===== src/hw/rdp_pkg.sv =====
// shared constants for the channel pwm, diagnosis and status registers
package rdp_pkg;
    localparam int unsigned CHANNELS = 8;
    localparam int unsigned ADDR_W = 8;
    localparam int unsigned DATA_W = 8;

    // register addresses
    localparam logic [7:0] ADDR_GENERAL_PWM_GENERATOR_SELECT = 8'h0a;
    localparam logic [7:0] ADDR_GENERAL_PWM_DUTY = 8'h0b;
    localparam logic [7:0] ADDR_LED_PWM_DUTY = 8'h0c;
    localparam logic [7:0] ADDR_OFF_DIAG_ENABLE = 8'h0d;
    localparam logic [7:0] ADDR_ON_OPENLOAD_DIAG_ENABLE = 8'h0e;
    localparam logic [7:0] ADDR_OVERLOAD_ERROR_CLEAR = 8'h0f;
    localparam logic [7:0] ADDR_PIN_ECHO_ERROR_STATUS = 8'h10;
    localparam logic [7:0] ADDR_SUPPLY_MODE_STATUS = 8'h11;
    localparam logic [7:0] ADDR_OVERLOAD_RESULT = 8'h12;

    // reset values
    localparam logic [7:0] CTRL_RESET_VAL = 8'h00;
    localparam logic [7:0] OVERLOAD_RESET_VAL = 8'h00;
    localparam logic [2:0] SUPPLY_FLAGS_RESET_VAL = 3'h4;

    // pin echo and error status field positions
    localparam int unsigned STA0_DISABLE_BIT = 6;
    localparam int unsigned STA0_IDLE_BIT = 4;
    localparam int unsigned STA0_IN1_BIT = 3;
    localparam int unsigned STA0_IN0_BIT = 2;
    localparam int unsigned STA0_ON_ERR_BIT = 1;
    localparam int unsigned STA0_OFF_ERR_BIT = 0;

    // supply and mode status field positions
    localparam int unsigned STA1_POWER_ON_BIT = 4;
    localparam int unsigned STA1_IO_LOW_BIT = 3;
    localparam int unsigned STA1_BATT_LOW_BIT = 2;
    localparam int unsigned STA1_MODE_LSB = 0;

    // operating mode codes
    localparam logic [1:0] MODE_SLEEP = 2'h0;
    localparam logic [1:0] MODE_LIMP_HOME = 2'h1;
    localparam logic [1:0] MODE_IDLE = 2'h2;
    localparam logic [1:0] MODE_ACTIVE = 2'h3;

    // pwm timing: slowest frequency in decihertz, 255 steps per period
    localparam longint unsigned CLK_HZ = 200_000_000;
    localparam longint unsigned PWM_BASE_FREQ_DHZ = 1225;
    localparam logic [7:0] PWM_DUTY_OFF = 8'h00;
    localparam logic [7:0] PWM_DUTY_FULL = 8'hff;
    localparam logic [7:0] PWM_STEPS = 8'hff;
    localparam int unsigned PWM_STEP_CYCLES =
        32'((CLK_HZ * 10) / (PWM_BASE_FREQ_DHZ * 255));
endpackage : rdp_pkg


===== src/hw/rdp_gen_if.sv =====
// bundle between the register bank and one pwm generator
`timescale 1ns/1ps
interface rdp_gen_if;
    logic [7:0] duty;
    logic [1:0] divider;
    logic pwm_out;
    modport ctl (output duty, output divider, input pwm_out);
    modport gen (input duty, input divider, output pwm_out);
endinterface : rdp_gen_if


===== src/hw/rdp_sticky.sv =====
// bank of sticky flags, set wins over clear
`timescale 1ns/1ps
module rdp_sticky #(
    parameter int unsigned W = 8,
    parameter logic [W-1:0] RESET_VAL = '0
) (
    input wire logic core_clk,
    input wire logic srst,
    input wire logic [W-1:0] set,
    input wire logic [W-1:0] clr,
    output logic [W-1:0] q
);
    logic [W-1:0] flag_q;
    logic [W-1:0] flag_d;

    // an event in the clearing cycle survives
    always_comb begin
        flag_d = set | (flag_q & ~clr);
    end

    always_ff @(posedge core_clk) begin
        if (srst) begin
            flag_q <= RESET_VAL;
        end else begin
            flag_q <= flag_d;
        end
    end

    assign q = flag_q;
endmodule : rdp_sticky


===== src/hw/rdp_general_pwm_generator.sv =====
// 8-bit duty pwm generator with 2-bit frequency divider
`timescale 1ns/1ps
module rdp_general_pwm_generator
    import rdp_pkg::*;
#(
    parameter int unsigned STEP_CYCLES = PWM_STEP_CYCLES
) (
    input wire logic core_clk,
    input wire logic ctl_rst,
    rdp_gen_if.gen g
);
    logic [15:0] pre_q;
    logic [15:0] pre_d;
    logic [7:0] step_q;
    logic [7:0] step_d;
    logic out_q;
    logic out_d;
    logic [15:0] limit;

    // each divider step doubles the frequency
    assign limit = 16'(STEP_CYCLES >> g.divider);

    // prescaler and 255-step period counter
    always_comb begin
        pre_d = pre_q + 16'h0001;
        step_d = step_q;
        if (pre_q + 16'h0001 >= limit) begin
            pre_d = 16'h0000;
            step_d = (step_q == PWM_STEPS - 8'h01) ? 8'h00 : step_q + 8'h01;
        end
        // zero keeps output off, full scale holds it on
        out_d = (g.duty == PWM_DUTY_FULL) || (step_q < g.duty);
    end

    always_ff @(posedge core_clk) begin
        if (ctl_rst) begin
            pre_q <= 16'h0000;
            step_q <= 8'h00;
            out_q <= 1'b0;
        end else begin
            pre_q <= pre_d;
            step_q <= step_d;
            out_q <= out_d;
        end
    end

    assign g.pwm_out = out_q;
endmodule : rdp_general_pwm_generator


===== src/hw/rdp_regs.sv =====
// channel pwm select, duty, diagnosis enable and status register bank
`timescale 1ns/1ps
// Summary of operation
// bit n belongs to channel n
// select bit picks general or led generator
// general duty: zero off, full on
// led duty encoded like general duty
// zero duty turns driven channels off
// off-state diagnosis enable per channel
// on-state open-load diagnosis enable per channel
// write one clears channel overload error
// four reset sources restore control registers
// bit 6 echoes disable pin when used
// bits 4,3,2 echo idle and inputs
// bit 1 latches any overload error
// bit 0 latches any off-diagnosis failure
// power-on flag reads one after reset
// bit 3 latches io supply undervoltage
// bit 2 latches battery undervoltage
// bits 1:0 report operating mode
// mapping bit gates generator onto channel
// divider field sets generator frequency
// result register holds latched overload bits
// clear register reads zero, self-clears
// reserved status bits read zero
module rdp_regs
    import rdp_pkg::*;
#(
    parameter int unsigned STEP_CYCLES = PWM_STEP_CYCLES
) (
    input wire logic core_clk,
    input wire logic srst,
    input wire logic external_reset_pin_n,
    input wire logic soft_reset,
    input wire logic digital_supply_low,
    input wire logic reg_wr_en,
    input wire logic reg_rd_en,
    input wire logic [7:0] reg_addr,
    input wire logic [7:0] reg_wdata,
    output logic [7:0] reg_rdata,
    input wire logic [1:0] general_pwm_divider,
    input wire logic [1:0] led_pwm_divider,
    input wire logic [7:0] pwm_map,
    input wire logic [7:0] overload_detect,
    input wire logic [7:0] off_diag_fail,
    input wire logic disable_pin,
    input wire logic disable_pin_used,
    input wire logic idle_pin,
    input wire logic parallel_in0,
    input wire logic parallel_in1,
    input wire logic io_supply_low,
    input wire logic battery_low,
    input wire logic [1:0] op_mode,
    output logic [7:0] pwm_channel_drive,
    output logic general_pwm_out,
    output logic led_pwm_out,
    output logic [7:0] off_diag_active,
    output logic [7:0] on_openload_diag_active,
    output logic [7:0] overload_latched
);
    logic ctl_rst;
    logic [7:0] sel_q;
    logic [7:0] sel_d;
    logic [7:0] gen_duty_q;
    logic [7:0] gen_duty_d;
    logic [7:0] led_duty_q;
    logic [7:0] led_duty_d;
    logic [7:0] off_en_q;
    logic [7:0] off_en_d;
    logic [7:0] opl_en_q;
    logic [7:0] opl_en_d;
    logic [7:0] ovl_clear;
    logic [7:0] echo_q;
    logic [7:0] echo_d;
    logic [1:0] err_flags;
    logic [2:0] supply_flags;
    logic [2:0] supply_set;
    logic [2:0] supply_clr;
    logic [7:0] rdata_q;
    logic [7:0] rdata_d;

    // write strobe for one address
    function automatic logic wr_hit(input logic [7:0] a);
        wr_hit = reg_wr_en && (reg_addr == a);
    endfunction : wr_hit

    // any of the four reset sources
    assign ctl_rst = srst | ~external_reset_pin_n | soft_reset |
                     digital_supply_low;

    // control register next values, bit n is channel n except in the two duty registers
    always_comb begin
        sel_d = sel_q;
        gen_duty_d = gen_duty_q;
        led_duty_d = led_duty_q;
        off_en_d = off_en_q;
        opl_en_d = opl_en_q;
        if (wr_hit(ADDR_GENERAL_PWM_GENERATOR_SELECT)) begin
            sel_d = reg_wdata;
        end
        if (wr_hit(ADDR_GENERAL_PWM_DUTY)) begin
            gen_duty_d = reg_wdata;
        end
        if (wr_hit(ADDR_LED_PWM_DUTY)) begin
            led_duty_d = reg_wdata;
        end
        if (wr_hit(ADDR_OFF_DIAG_ENABLE)) begin
            off_en_d = reg_wdata;
        end
        if (wr_hit(ADDR_ON_OPENLOAD_DIAG_ENABLE)) begin
            opl_en_d = reg_wdata;
        end
    end

    always_ff @(posedge core_clk) begin
        if (ctl_rst) begin
            sel_q <= CTRL_RESET_VAL;
            gen_duty_q <= CTRL_RESET_VAL;
            led_duty_q <= CTRL_RESET_VAL;
            off_en_q <= CTRL_RESET_VAL;
            opl_en_q <= CTRL_RESET_VAL;
        end else begin
            sel_q <= sel_d;
            gen_duty_q <= gen_duty_d;
            led_duty_q <= led_duty_d;
            off_en_q <= off_en_d;
            opl_en_q <= opl_en_d;
        end
    end

    // write-only clear acts for one cycle, stores nothing
    always_comb begin
        ovl_clear = wr_hit(ADDR_OVERLOAD_ERROR_CLEAR) ? reg_wdata : 8'h00;
    end

    // per-channel overload result, cleared by writing ones
    rdp_sticky #(.W(8), .RESET_VAL(OVERLOAD_RESET_VAL)) u_ovl (
        .core_clk (core_clk),
        .srst (srst),
        .set (overload_detect),
        .clr (ovl_clear),
        .q (overload_latched)
    );

    // summary error flags, only power-on reset clears
    rdp_sticky #(.W(2), .RESET_VAL(2'h0)) u_err (
        .core_clk (core_clk),
        .srst (srst),
        .set ({|overload_detect, |off_diag_fail}),
        .clr (2'h0),
        .q (err_flags)
    );

    // power-on and supply flags, cleared by reading their register
    assign supply_set = {1'b0, io_supply_low, battery_low};
    assign supply_clr = (reg_rd_en &&
                         reg_addr == ADDR_SUPPLY_MODE_STATUS) ? 3'h7 : 3'h0;

    rdp_sticky #(.W(3), .RESET_VAL(SUPPLY_FLAGS_RESET_VAL)) u_sup (
        .core_clk (core_clk),
        .srst (srst),
        .set (supply_set),
        .clr (supply_clr),
        .q (supply_flags)
    );

    // pin echoes, reserved bits held at zero
    always_comb begin
        echo_d = 8'h00;
        echo_d[STA0_DISABLE_BIT] = disable_pin & disable_pin_used;
        echo_d[STA0_IDLE_BIT] = idle_pin;
        echo_d[STA0_IN1_BIT] = parallel_in1;
        echo_d[STA0_IN0_BIT] = parallel_in0;
    end

    always_ff @(posedge core_clk) begin
        if (srst) begin
            echo_q <= 8'h00;
        end else begin
            echo_q <= echo_d;
        end
    end

    // read mux, registered one cycle after the strobe
    always_comb begin
        rdata_d = rdata_q;
        if (reg_rd_en) begin
            unique case (reg_addr)
                ADDR_GENERAL_PWM_GENERATOR_SELECT: rdata_d = sel_q;
                ADDR_GENERAL_PWM_DUTY: rdata_d = gen_duty_q;
                ADDR_LED_PWM_DUTY: rdata_d = led_duty_q;
                ADDR_OFF_DIAG_ENABLE: rdata_d = off_en_q;
                ADDR_ON_OPENLOAD_DIAG_ENABLE: rdata_d = opl_en_q;
                ADDR_OVERLOAD_ERROR_CLEAR: rdata_d = 8'h00;
                ADDR_PIN_ECHO_ERROR_STATUS: begin
                    rdata_d = echo_q;
                    rdata_d[STA0_ON_ERR_BIT] = err_flags[1];
                    rdata_d[STA0_OFF_ERR_BIT] = err_flags[0];
                end
                ADDR_SUPPLY_MODE_STATUS: begin
                    rdata_d = 8'h00;
                    rdata_d[STA1_POWER_ON_BIT] = supply_flags[2];
                    rdata_d[STA1_IO_LOW_BIT] = supply_flags[1];
                    rdata_d[STA1_BATT_LOW_BIT] = supply_flags[0];
                    rdata_d[STA1_MODE_LSB +: 2] = op_mode;
                end
                ADDR_OVERLOAD_RESULT: rdata_d = overload_latched;
                default: rdata_d = 8'h00;
            endcase
        end
    end

    always_ff @(posedge core_clk) begin
        if (srst) begin
            rdata_q <= 8'h00;
        end else begin
            rdata_q <= rdata_d;
        end
    end

    assign reg_rdata = rdata_q;

    // the two internal generators
    rdp_gen_if gen_bus ();
    rdp_gen_if led_bus ();

    assign gen_bus.duty = gen_duty_q;
    assign gen_bus.divider = general_pwm_divider;
    assign led_bus.duty = led_duty_q;
    assign led_bus.divider = led_pwm_divider;

    rdp_general_pwm_generator #(.STEP_CYCLES(STEP_CYCLES)) u_gen_pwm (
        .core_clk (core_clk),
        .ctl_rst (ctl_rst),
        .g (gen_bus.gen)
    );

    rdp_general_pwm_generator #(.STEP_CYCLES(STEP_CYCLES)) u_led_pwm (
        .core_clk (core_clk),
        .ctl_rst (ctl_rst),
        .g (led_bus.gen)
    );

    assign general_pwm_out = gen_bus.pwm_out;
    assign led_pwm_out = led_bus.pwm_out;

    // route selected generator onto mapped channels
    always_comb begin
        for (int n = 0; n < 8; n++) begin
            pwm_channel_drive[n] = pwm_map[n] &
                (sel_q[n] ? led_bus.pwm_out : gen_bus.pwm_out);
        end
    end

    assign off_diag_active = off_en_q;
    assign on_openload_diag_active = opl_en_q;
endmodule : rdp_regs


===== config.mk =====
export PLATFORM = sky130hd
export DESIGN_NAME = rdp_regs
export DESIGN_NICKNAME = d
export VERILOG_FILES = /design/src/hw/rdp_pkg.sv /design/src/hw/rdp_gen_if.sv /design/src/hw/rdp_sticky.sv /design/src/hw/rdp_general_pwm_generator.sv /design/src/hw/rdp_regs.sv
export SDC_FILE = /design/constraint.sdc
export NUM_CORES = 1
export LEC_CHECK = 0
export ABC_AREA = 0
export BUFFER_PORTS_ARGS = -buffer_cell sky130_fd_sc_hd__buf_2
export CAP_MARGIN = 40
export CORE_ASPECT_RATIO = 1.25
export CORE_UTILIZATION = 45
export DETAILED_ROUTE_END_ITERATION = 12
export HOLD_SLACK_MARGIN = 0.03
export PLACE_DENSITY_LB_ADDON = 0.12
export SLEW_MARGIN = 30
export SYNTH_ARGS = -nofsm -noshare
export SYNTH_HDL_FRONTEND = slang
export SYNTH_SLANG_ARGS = --single-unit

===== constraint.sdc =====
create_clock -name core_clk -period 3.55 [get_ports core_clk]
set_input_delay 0.5325 -clock core_clk [delete_from_list [all_inputs] [get_ports core_clk]]
set_output_delay 0.5325 -clock core_clk [all_outputs]
set_load 0.01 [all_outputs]

==> metrics list, run 1 <==
* Share of total power consumed by net switching: about a quarter
- On the final layout, the worst clock skew is roughly 0.0069 ns.
* Portion of total power attributed to combinational logic: 5.5%
- Largest net degree at the start of global routing: 46
- Buffer levels on the longest clock path: 2
* Most frequently used flop master after synthesis: sky130_fd_sc_hd__dfxtp_1
- The routed design could run at a clock period as short as around 3.3 ns.
- Global routing finished with a remaining overflow of 0.
- The final hold violation count was 0.
- Routed length on met2: 7650 um
- Count of nets left with antenna violations after detail routing: 0
- Data arrival time of the critical path: 3.60 ns
- Adding up every negative setup slack in the final design gives 0 ns.
* DRC: 0
- The worst setup path is of the reg -> reg kind.
- The floorplan has 47 rows.
- After synthesis the netlist holds a flip-flop and latch count of around 120.
- Routed wire length on met3: 566 um
- Ys Warns: 0
- In this run, synthesis inferred 0 flip-flops with an integrated enable.
- Share of final-layout standard cells stronger than drive strength 1: 18.8%
* Number of inserted filler cells in the final layout: 1305
- The worst hold path was traced through 3 stages.
* Peak clock frequency supported by timing: 0.302 GHz
- Actual transition at the worst max-transition pin: roughly 0.76 ns
- The run finished with clean final reports.
* Mapped Avg Cell Area: 8.60 um2
* Crit-path max cell delay: 0.54 ns
- Share of the core filled with cells: 55.2%
- Cell leakage power: 3.11 nW
- The die is 133 um tall.
- Unrepaired setup endpoints after global routing: no
- Iteration-0 DRC Markers: 251
- Global routing consumed, over all layers together, a little over a fifth of the routing resources.
- Sequential cells account for 44.4% of the total power.
- Highest metal layer used by the detailed router: met4
* Number of cells on the worst reg-to-reg path: 12
- Once detailed placement completed, the half-perimeter wirelength came to 11400 um.
* Buffers and inverters on the worst path: 1
* Root cell of the clock tree: sky130_fd_sc_hd__clkbuf_16
- Once the floorplan was initialized, standard cells occupied 46.3% of the core.
- VDD sags by at most 0.000313 V.
- At the end of the flow, the number of nets in the layout was 925.
* Power Total: 2.97 mW
- The first global-routing pass estimated roughly 24000 um of wire.
- Grouping stages by cell kind, the critical path spends the most delay in simple AND/OR/NAND/NOR gates.
- Setup violations remaining at the end of the flow were counted as 0.
- Part of the total power dissipated in the clock network: around 50%
* Antenna Diode Count: 0
* Clk pin slew, worst setup/hold paths: 0.05 ns
* Yosys cell types: 53
* Most common library cell in the layout ignoring fill and taps: sky130_fd_sc_hd__dfxtp_1
- TritonRoute pass-1 iters: 4
- Series of cell instances along the critical path: ha_1, and3_1, xor2_1, ha_1, nor4_1, nand2_1, a2111oi_1, nor4_1, or4_1, buf_4, a41oi_1, a211oi_1
- WHS: 0.322 ns
- Clk_lat worst skew: 0.42 ns
- Total number of vias: between 5k and 6k
- The tree built by TritonCTS fans out to ~120 sinks.
- Pin placement for this block handled between 100 and 150 I/O pins.
* Final Slew Violations: 0
- STA classifies the critical path startpoint as a flip-flop.
* PD cells: 404 nW/um2
* Vias in the first global route: 5172
* Share of synthesized area occupied by flip-flops and latches: 37.4%
- Routability-driven placement finished with a final weighted congestion of 0.906.
- Die width: 107 um
- Post-synthesis instance total: between 700 and 800
* Core box area: 13300 um2
- Summing every instance area after synthesis gives 6150 um2.
- R2R Setup Slk: around 0.24 ns
- The number of antenna violations at the first check in global routing came to 0.
- Of all nets on the critical path, the largest fanout is 14.
- The worst register-to-register path begins at u_gen_pwm.pre_q[0]$_SDFF_PP0_.
- After detailed routing, the average wire length per cell comes to 14.9 um.
- STA puts the critical path data required time at 3.84 ns.
* Asr flop ratio synth: 0%
- Clock tree synthesis inserted a total of 17 buffers.
- Die Area: between 10000 and 15000 um2
- Depth of the CTS H-tree: 4
* Max-cap violation count: 0
- In the finished design, the share of the clock period the worst path needs comes to 93.3%.
* Internal power contribution: 2.26 mW
* TritonCTS clock tree: done
* Port-buffer cells: a little over 100
- STA classifies the critical path endpoint as a flip-flop.
- Standard cell with the maximum stage delay on the critical path: sky130_fd_sc_hd__or4_1
* Slew margin rel.: between 40% and 50%
* Type of the most critical hold path: in -> reg
* Number of gates on the worst path with buffers counted: 12
- Routed met1 length: 6210 um
- Summed over all layers, the routed wires come to 14900 um.
- Worst setup startpoint: u_gen_pwm.pre_q[0]$_SDFF_PP0_
- Dividing the detail-routed via count by the number of cells gives 5.29.
* Top library cells by usage in the layout, fill and taps aside: sky130_fd_sc_hd__dfxtp_1, sky130_fd_sc_hd__nor2_1, sky130_fd_sc_hd__buf_2
* Hold_sp: io_supply_low
* Post-CTS Setup Bufs: 0
- The analysis attributes to net switching a power of 711 uW.
- Growth of design area from synthesis to finish: 19.3%
## worst paths after layout
kind	to
setup / recovery	u_gen_pwm.step_q[4]$_SDFFE_PP0P_
hold / removal	u_sup.q[1]$_SDFF_PP0_
setup reg to reg	u_gen_pwm.step_q[4]$_SDFFE_PP0P_
hold reg to reg	u_sup.q[2]$_SDFF_PP1_
## worst reg2reg max path: cells and delay by family, from the launching register on
kind                       cells  cell delay (ns)
buffers and inverters          1             0.21
DFF                            1             0.44
xor gates and xnor gates       1             0.12
AOI/OAI and AO/OA              3             0.71
adders and majority gates      2             0.48
and+or+nand+nor                5             1.21
## repair_timing
item / 4_1_cts / 5_1_grt
endpoints found under the setup margin: 0 / 1
gates resized for setup: 0 / 1
hold buffers: 0 / 0
hold endpoints to repair: 0 / 0
## metrics by stage
stage | cell area (um2) | instances | setup WS (ns)
floorplan | 6170 | 720 | 0.486
global placement | 6810 | 969 | 0.370
detailed placement | 6810 | 969 | 0.287
CTS | 7340 | 1001 | 0.242
global route | 7340 | 1001 | 0.00469
finish | 7340 | 1001 | 0.237
## final cells by class
cell class | instances | area, um2 | area share, %
Sequential cell | 115 | 2300 | 31.4
Clock buffer | 18 | 429 | 5.85
Tap cell | 171 | 214 | 2.92
Inverter | 36 | 135 | 1.84
Multi-Input combinational cell | 540 | 3610 | 49.2
Clock inverter | 14 | 92.6 | 1.26
Timing Repair Buffer | 107 | 551 | 7.50
## power by group through the flow
stage | clock network, mW | registers [mW] | logic [mW]
CTS | 1.52 | 1.32 | 0.164
detailed placement | 0 | 1.35 | 0.164
finish | 1.48 | 1.32 | 0.164
floorplan | 0 | 1.35 | 0.0864
global route | 1.58 | 1.32 | 0.183
global placement | 0 | 1.35 | 0.160
## per-layer routing
layer | GRT usage (%) | vias to the layer above
met5 | 0 | -
met3 | 5.42 | 30
met4 | 11.0 | 0
met1 | 23.3 | 2478
li1 | - | 2694
met2 | 39.7 | 98
## registers in the layout, summed over array words and instances, names as in the netlist
name	cells
sel_q	8
u_gen_pwm.step_q	8
u_err.q	2
u_ovl.q	8
u_led_pwm.pre_q	16
u_sup.q	3
off_diag_active	8
led_bus.duty	8
on_openload_diag_active	8
echo_q	4
u_led_pwm.g.pwm_out	1
gen_bus.duty	8
u_gen_pwm.g.pwm_out	1
u_led_pwm.step_q	8
u_gen_pwm.pre_q	16
reg_rdata	8
## cell usage after synthesis (all sizes together), types with 14 or more instances
cell / number / area [um2]
mux2i: 64 / 641
a21oi: 54 / 270
o21ai: 15 / 75.1
nor2: 107 / 409
clkbuf: 24 / 90.1
nor3: 14 / 81.3
nor2b: 35 / 236
nand3: 29 / 145
dfxtp: 115 / 2300
nand2: 38 / 143
ha: 48 / 601
inv: 36 / 135
## logic make-up (layout without fill, tap and decap cells)
| logic type | count (synthesis) | after routing | share of synthesized area (%) |
|---|---|---|---|
| multiplexers | 64 | 64 | 10.4 |
| AO/OA/AOI/OAI | 121 | 121 | 12.3 |
| adder cells (fa/ha/maj) | 48 | 48 | 9.77 |
| flip-flops | 115 | 115 | 37.4 |
| XOR/XNOR | 24 | 24 | 3.42 |
| buffers and inverters | 65 | 175 | 4.13 |
| other | 1 | 6 | 0.0610 |
| AND/OR/NAND/NOR | 277 | 277 | 22.5 |
Power figures use the tool's default switching activity.
==> run 2, diff against run 1 <==
- RECOVER_POWER: not set -> 25
==> run 2 against run 1 <==
Combinational power hardly changed. Fmax is essentially flat. Core utilization shrank 0.30 points. Critical path depth unchanged. Worst setup slack worse by 0.0018 ns. Clock skew shrank 0.0012 ns. Routed wire length grew 0.21%. Total power about the same. Cell count unchanged. Die area stayed put.
==> metrics list, run 2 (synthesis gave the netlist of run 1 again) <==
- Iteration-0 DRC Markers: 233 (-7.2%)
- Number of clock sinks seen by CTS: 115 (unchanged)
- Outcome: finished clean
- Gates resized, CTS repair: 0 (unchanged)
- The worst setup path is captured at a flip-flop.
- Critical Setup Path Class: reg -> reg
* Post-CTS Setup Bufs: 0 (unchanged)
- Setup repair after global routing left no endpoint under its margin.
* Top Ports: 102 (unchanged)
- The initial cell density of the core was 46.3% (unchanged).
- The via count of the first global-routing pass is 5172 (unchanged).
- The largest vdd supply drop is 0.000313 V (+0.13%).
- Crit-path max cell delay: 0.54 ns (about the same)
- The number of core rows was 47 (unchanged).
- STA classifies the critical path startpoint as a flip-flop.
- DRC: 0 (unchanged)
- The TritonCTS buffer count came to 17 (unchanged).
- The pin count of the biggest net entering global routing came to 46 (unchanged).
* Depth of the CTS H-tree: 4 (unchanged)
* Data arrival time of the critical path: 3.60 ns (about the same)
* Series of cell instances along the critical path: ha_1, and3_1, xor2_1, ha_1, nor4_1, nand2_1, a2111oi_1, nor4_1, or4_1, buf_4, a41oi_1, a211oi_1
* Post-placement worst setup slack: 0.287 ns (unchanged)
- Maximum clock skew at final layout: 0.00570 ns (-0.00120 ns)
- Routed length on met2: 7600 um (-0.54%)
- The worst hold margin is 0.320 ns (-0.00126 ns).
- Among cell families on the critical path, the largest total delay comes from simple AND/OR/NAND/NOR gates.
- Post-route setup TNS: 0 ns (unchanged)
* Standard cell with the maximum stage delay on the critical path: sky130_fd_sc_hd__or4_1
- TritonRoute pass-1 iters: 4 (unchanged)
- The final weighted congestion of routability-driven global placement came to 0.906 (unchanged).
- The total number of nets in the final design came to 925 (unchanged).
- Final critical path time including I/O delays and setup: 3.31 ns (+0.00184 ns)
- The worst path required time is 3.84 ns (about the same).
- The first-pass GRT wire length is 24400 um (unchanged).
- The source-to-sink clock delay at the later pin of the worst-skew pair is 0.42 ns (about the same).
- The aggregate routed wire length came to 15000 um (+0.21%).
- Via density per instance: 5.31 (+0.28%)
- Type of the most critical hold path: in -> reg
- Core box area: 13300 um2 (unchanged)
- Antenna Diode Count: 0 (unchanged)
- Number of antenna violations at the first check in global routing: 0 (unchanged)
- Share of final-layout standard cells stronger than drive strength 1: 14.9% (-3.9 points)
- Die width: 107 um (unchanged)
- The power per cell area came to 406 nW/um2 (+0.52%).
* Die Area: 14100 um2 (unchanged)
- Most common library cell in the layout ignoring fill and taps: sky130_fd_sc_hd__dfxtp_1
- Leaving out fill and tap cells, the most frequent cells in the layout are sky130_fd_sc_hd__dfxtp_1, sky130_fd_sc_hd__nor2_1, sky130_fd_sc_hd__buf_2.
- Sum of overflow across all layers after global routing: 0 (unchanged)
- The relative slew slack was 22.9% (-27 points).
- Routed wire length on met3: 630 um (+11%)
* Final-report hold violation count: 0 (unchanged)
- The number of buffer and inverter stages on the critical path is 1 (unchanged).
* Peak clock frequency supported by timing: 0.302 GHz (about the same)
* Cell leakage power: 2.98 nW (-4.2%)
* Setup ws final: 0.236 ns (-0.00184 ns)
- Routed wire per std cell: 14.9 um (+0.21%)
- Port-buffer cells: 101 (unchanged)
* Count of nets left with antenna violations after detail routing: 0 (unchanged)
- The max-slew violation count came to 0 (unchanged).
- Max-cap violation count: 0 (unchanged)
* Clk pin slew, worst setup/hold paths: 0.05 ns (about the same)
- In this run the top signal layer used is met4.
- Height of the chip: 133 um (unchanged)
* Ratio of final minimum period to clock period: 93.4% (about the same)
- Total number of vias: 5315 (+0.28%)
- The detailed placer's ending HPWL is 11400 um (unchanged).
- Relative to the synthesized area, the layout overhead comes to 18.7%.
* Maximum fanout along the worst path: 14 (unchanged)
- The met1 wire length was 6200 um (-0.19%).
- The number of setup violations in the final report is 0 (unchanged).
- The pin slew with the least headroom to its limit came to 1.16 ns (+0.399 ns).
* Biggest regs: u_gen_pwm.pre_q (16), u_led_pwm.pre_q (16)
* Count of hold buffers inserted by post-cts repair: 0 (unchanged)
- TritonCTS built the clock tree.
* Root cell of the clock tree: sky130_fd_sc_hd__clkbuf_16
- Aggregate global-route resource usage: 21.9% (unchanged)
- Buffer levels on the longest clock path: 2 (unchanged)
[run 2: final cells by class]
cell class / instances / area (um2)
timing repair buffer: 107 / 510
sequential: 115 / 2300
clock inverter: 14 / 92.6
multi-input combinational: 540 / 3610
fill: 1321 / 5990
inverter: 36 / 135
tap: 171 / 214
clock buffer: 18 / 429
[run 2: final timing paths]
kind	startpoint	endpoint	slack, ns	depth (start not counted)
worst max-delay path	u_gen_pwm.pre_q[0]$_SDFF_PP0_	u_gen_pwm.step_q[4]$_SDFFE_PP0P_	0.24	12
worst min-delay path	io_supply_low	u_sup.q[1]$_SDFF_PP0_	0.32	3
worst max register to register	u_gen_pwm.pre_q[0]$_SDFF_PP0_	u_gen_pwm.step_q[4]$_SDFFE_PP0P_	0.24	12
worst min register to register	u_sup.q[2]$_SDFF_PP1_	u_sup.q[2]$_SDFF_PP1_	0.46	1
[run 2: power by group]
| group | internal [mW] | switching (mW) |
|---|---|---|
| Sequential | 1.31 | 0.0111 |
| Clock | 0.880 | 0.605 |
| Combinational | 0.0669 | 0.0950 |
[run 2: worst reg2reg max path, cell delays in order, from the launching register on]
cell and delay, ns:
sky130_fd_sc_hd__dfxtp_1 0.44, sky130_fd_sc_hd__ha_1 0.25, sky130_fd_sc_hd__and3_1 0.26, sky130_fd_sc_hd__xor2_1 0.12, sky130_fd_sc_hd__ha_1 0.23, sky130_fd_sc_hd__nor4_1 0.23, sky130_fd_sc_hd__nand2_1 0.08, sky130_fd_sc_hd__a2111oi_1 0.41
sky130_fd_sc_hd__nor4_1 0.10, sky130_fd_sc_hd__or4_1 0.54, sky130_fd_sc_hd__buf_4 0.21, sky130_fd_sc_hd__a41oi_1 0.23, sky130_fd_sc_hd__a211oi_1 0.07
[run 2: per-stage QoR]
stage | std cells | total power [mW] | area [um2] | util, %
3_3_place_gp | 969 | 1.51 | 6810 | 51.3
6_report | 1001 | 2.97 | 7300 | 54.9
4_1_cts | 1001 | 3.00 | 7340 | 55.2
5_1_grt | 1001 | 3.08 | 7300 | 54.9
2_1_floorplan | 720 | 1.43 | 6170 | -
3_5_place_dp | 969 | 1.51 | 6810 | 51.3
[run 2: routing by layer]
layer  vias up  global-route usage [%]
met5         -                       0
met3        29                    5.42
met2       109                    39.7
li1       2695                       -
met4         0                    11.0
met1      2482                    23.3
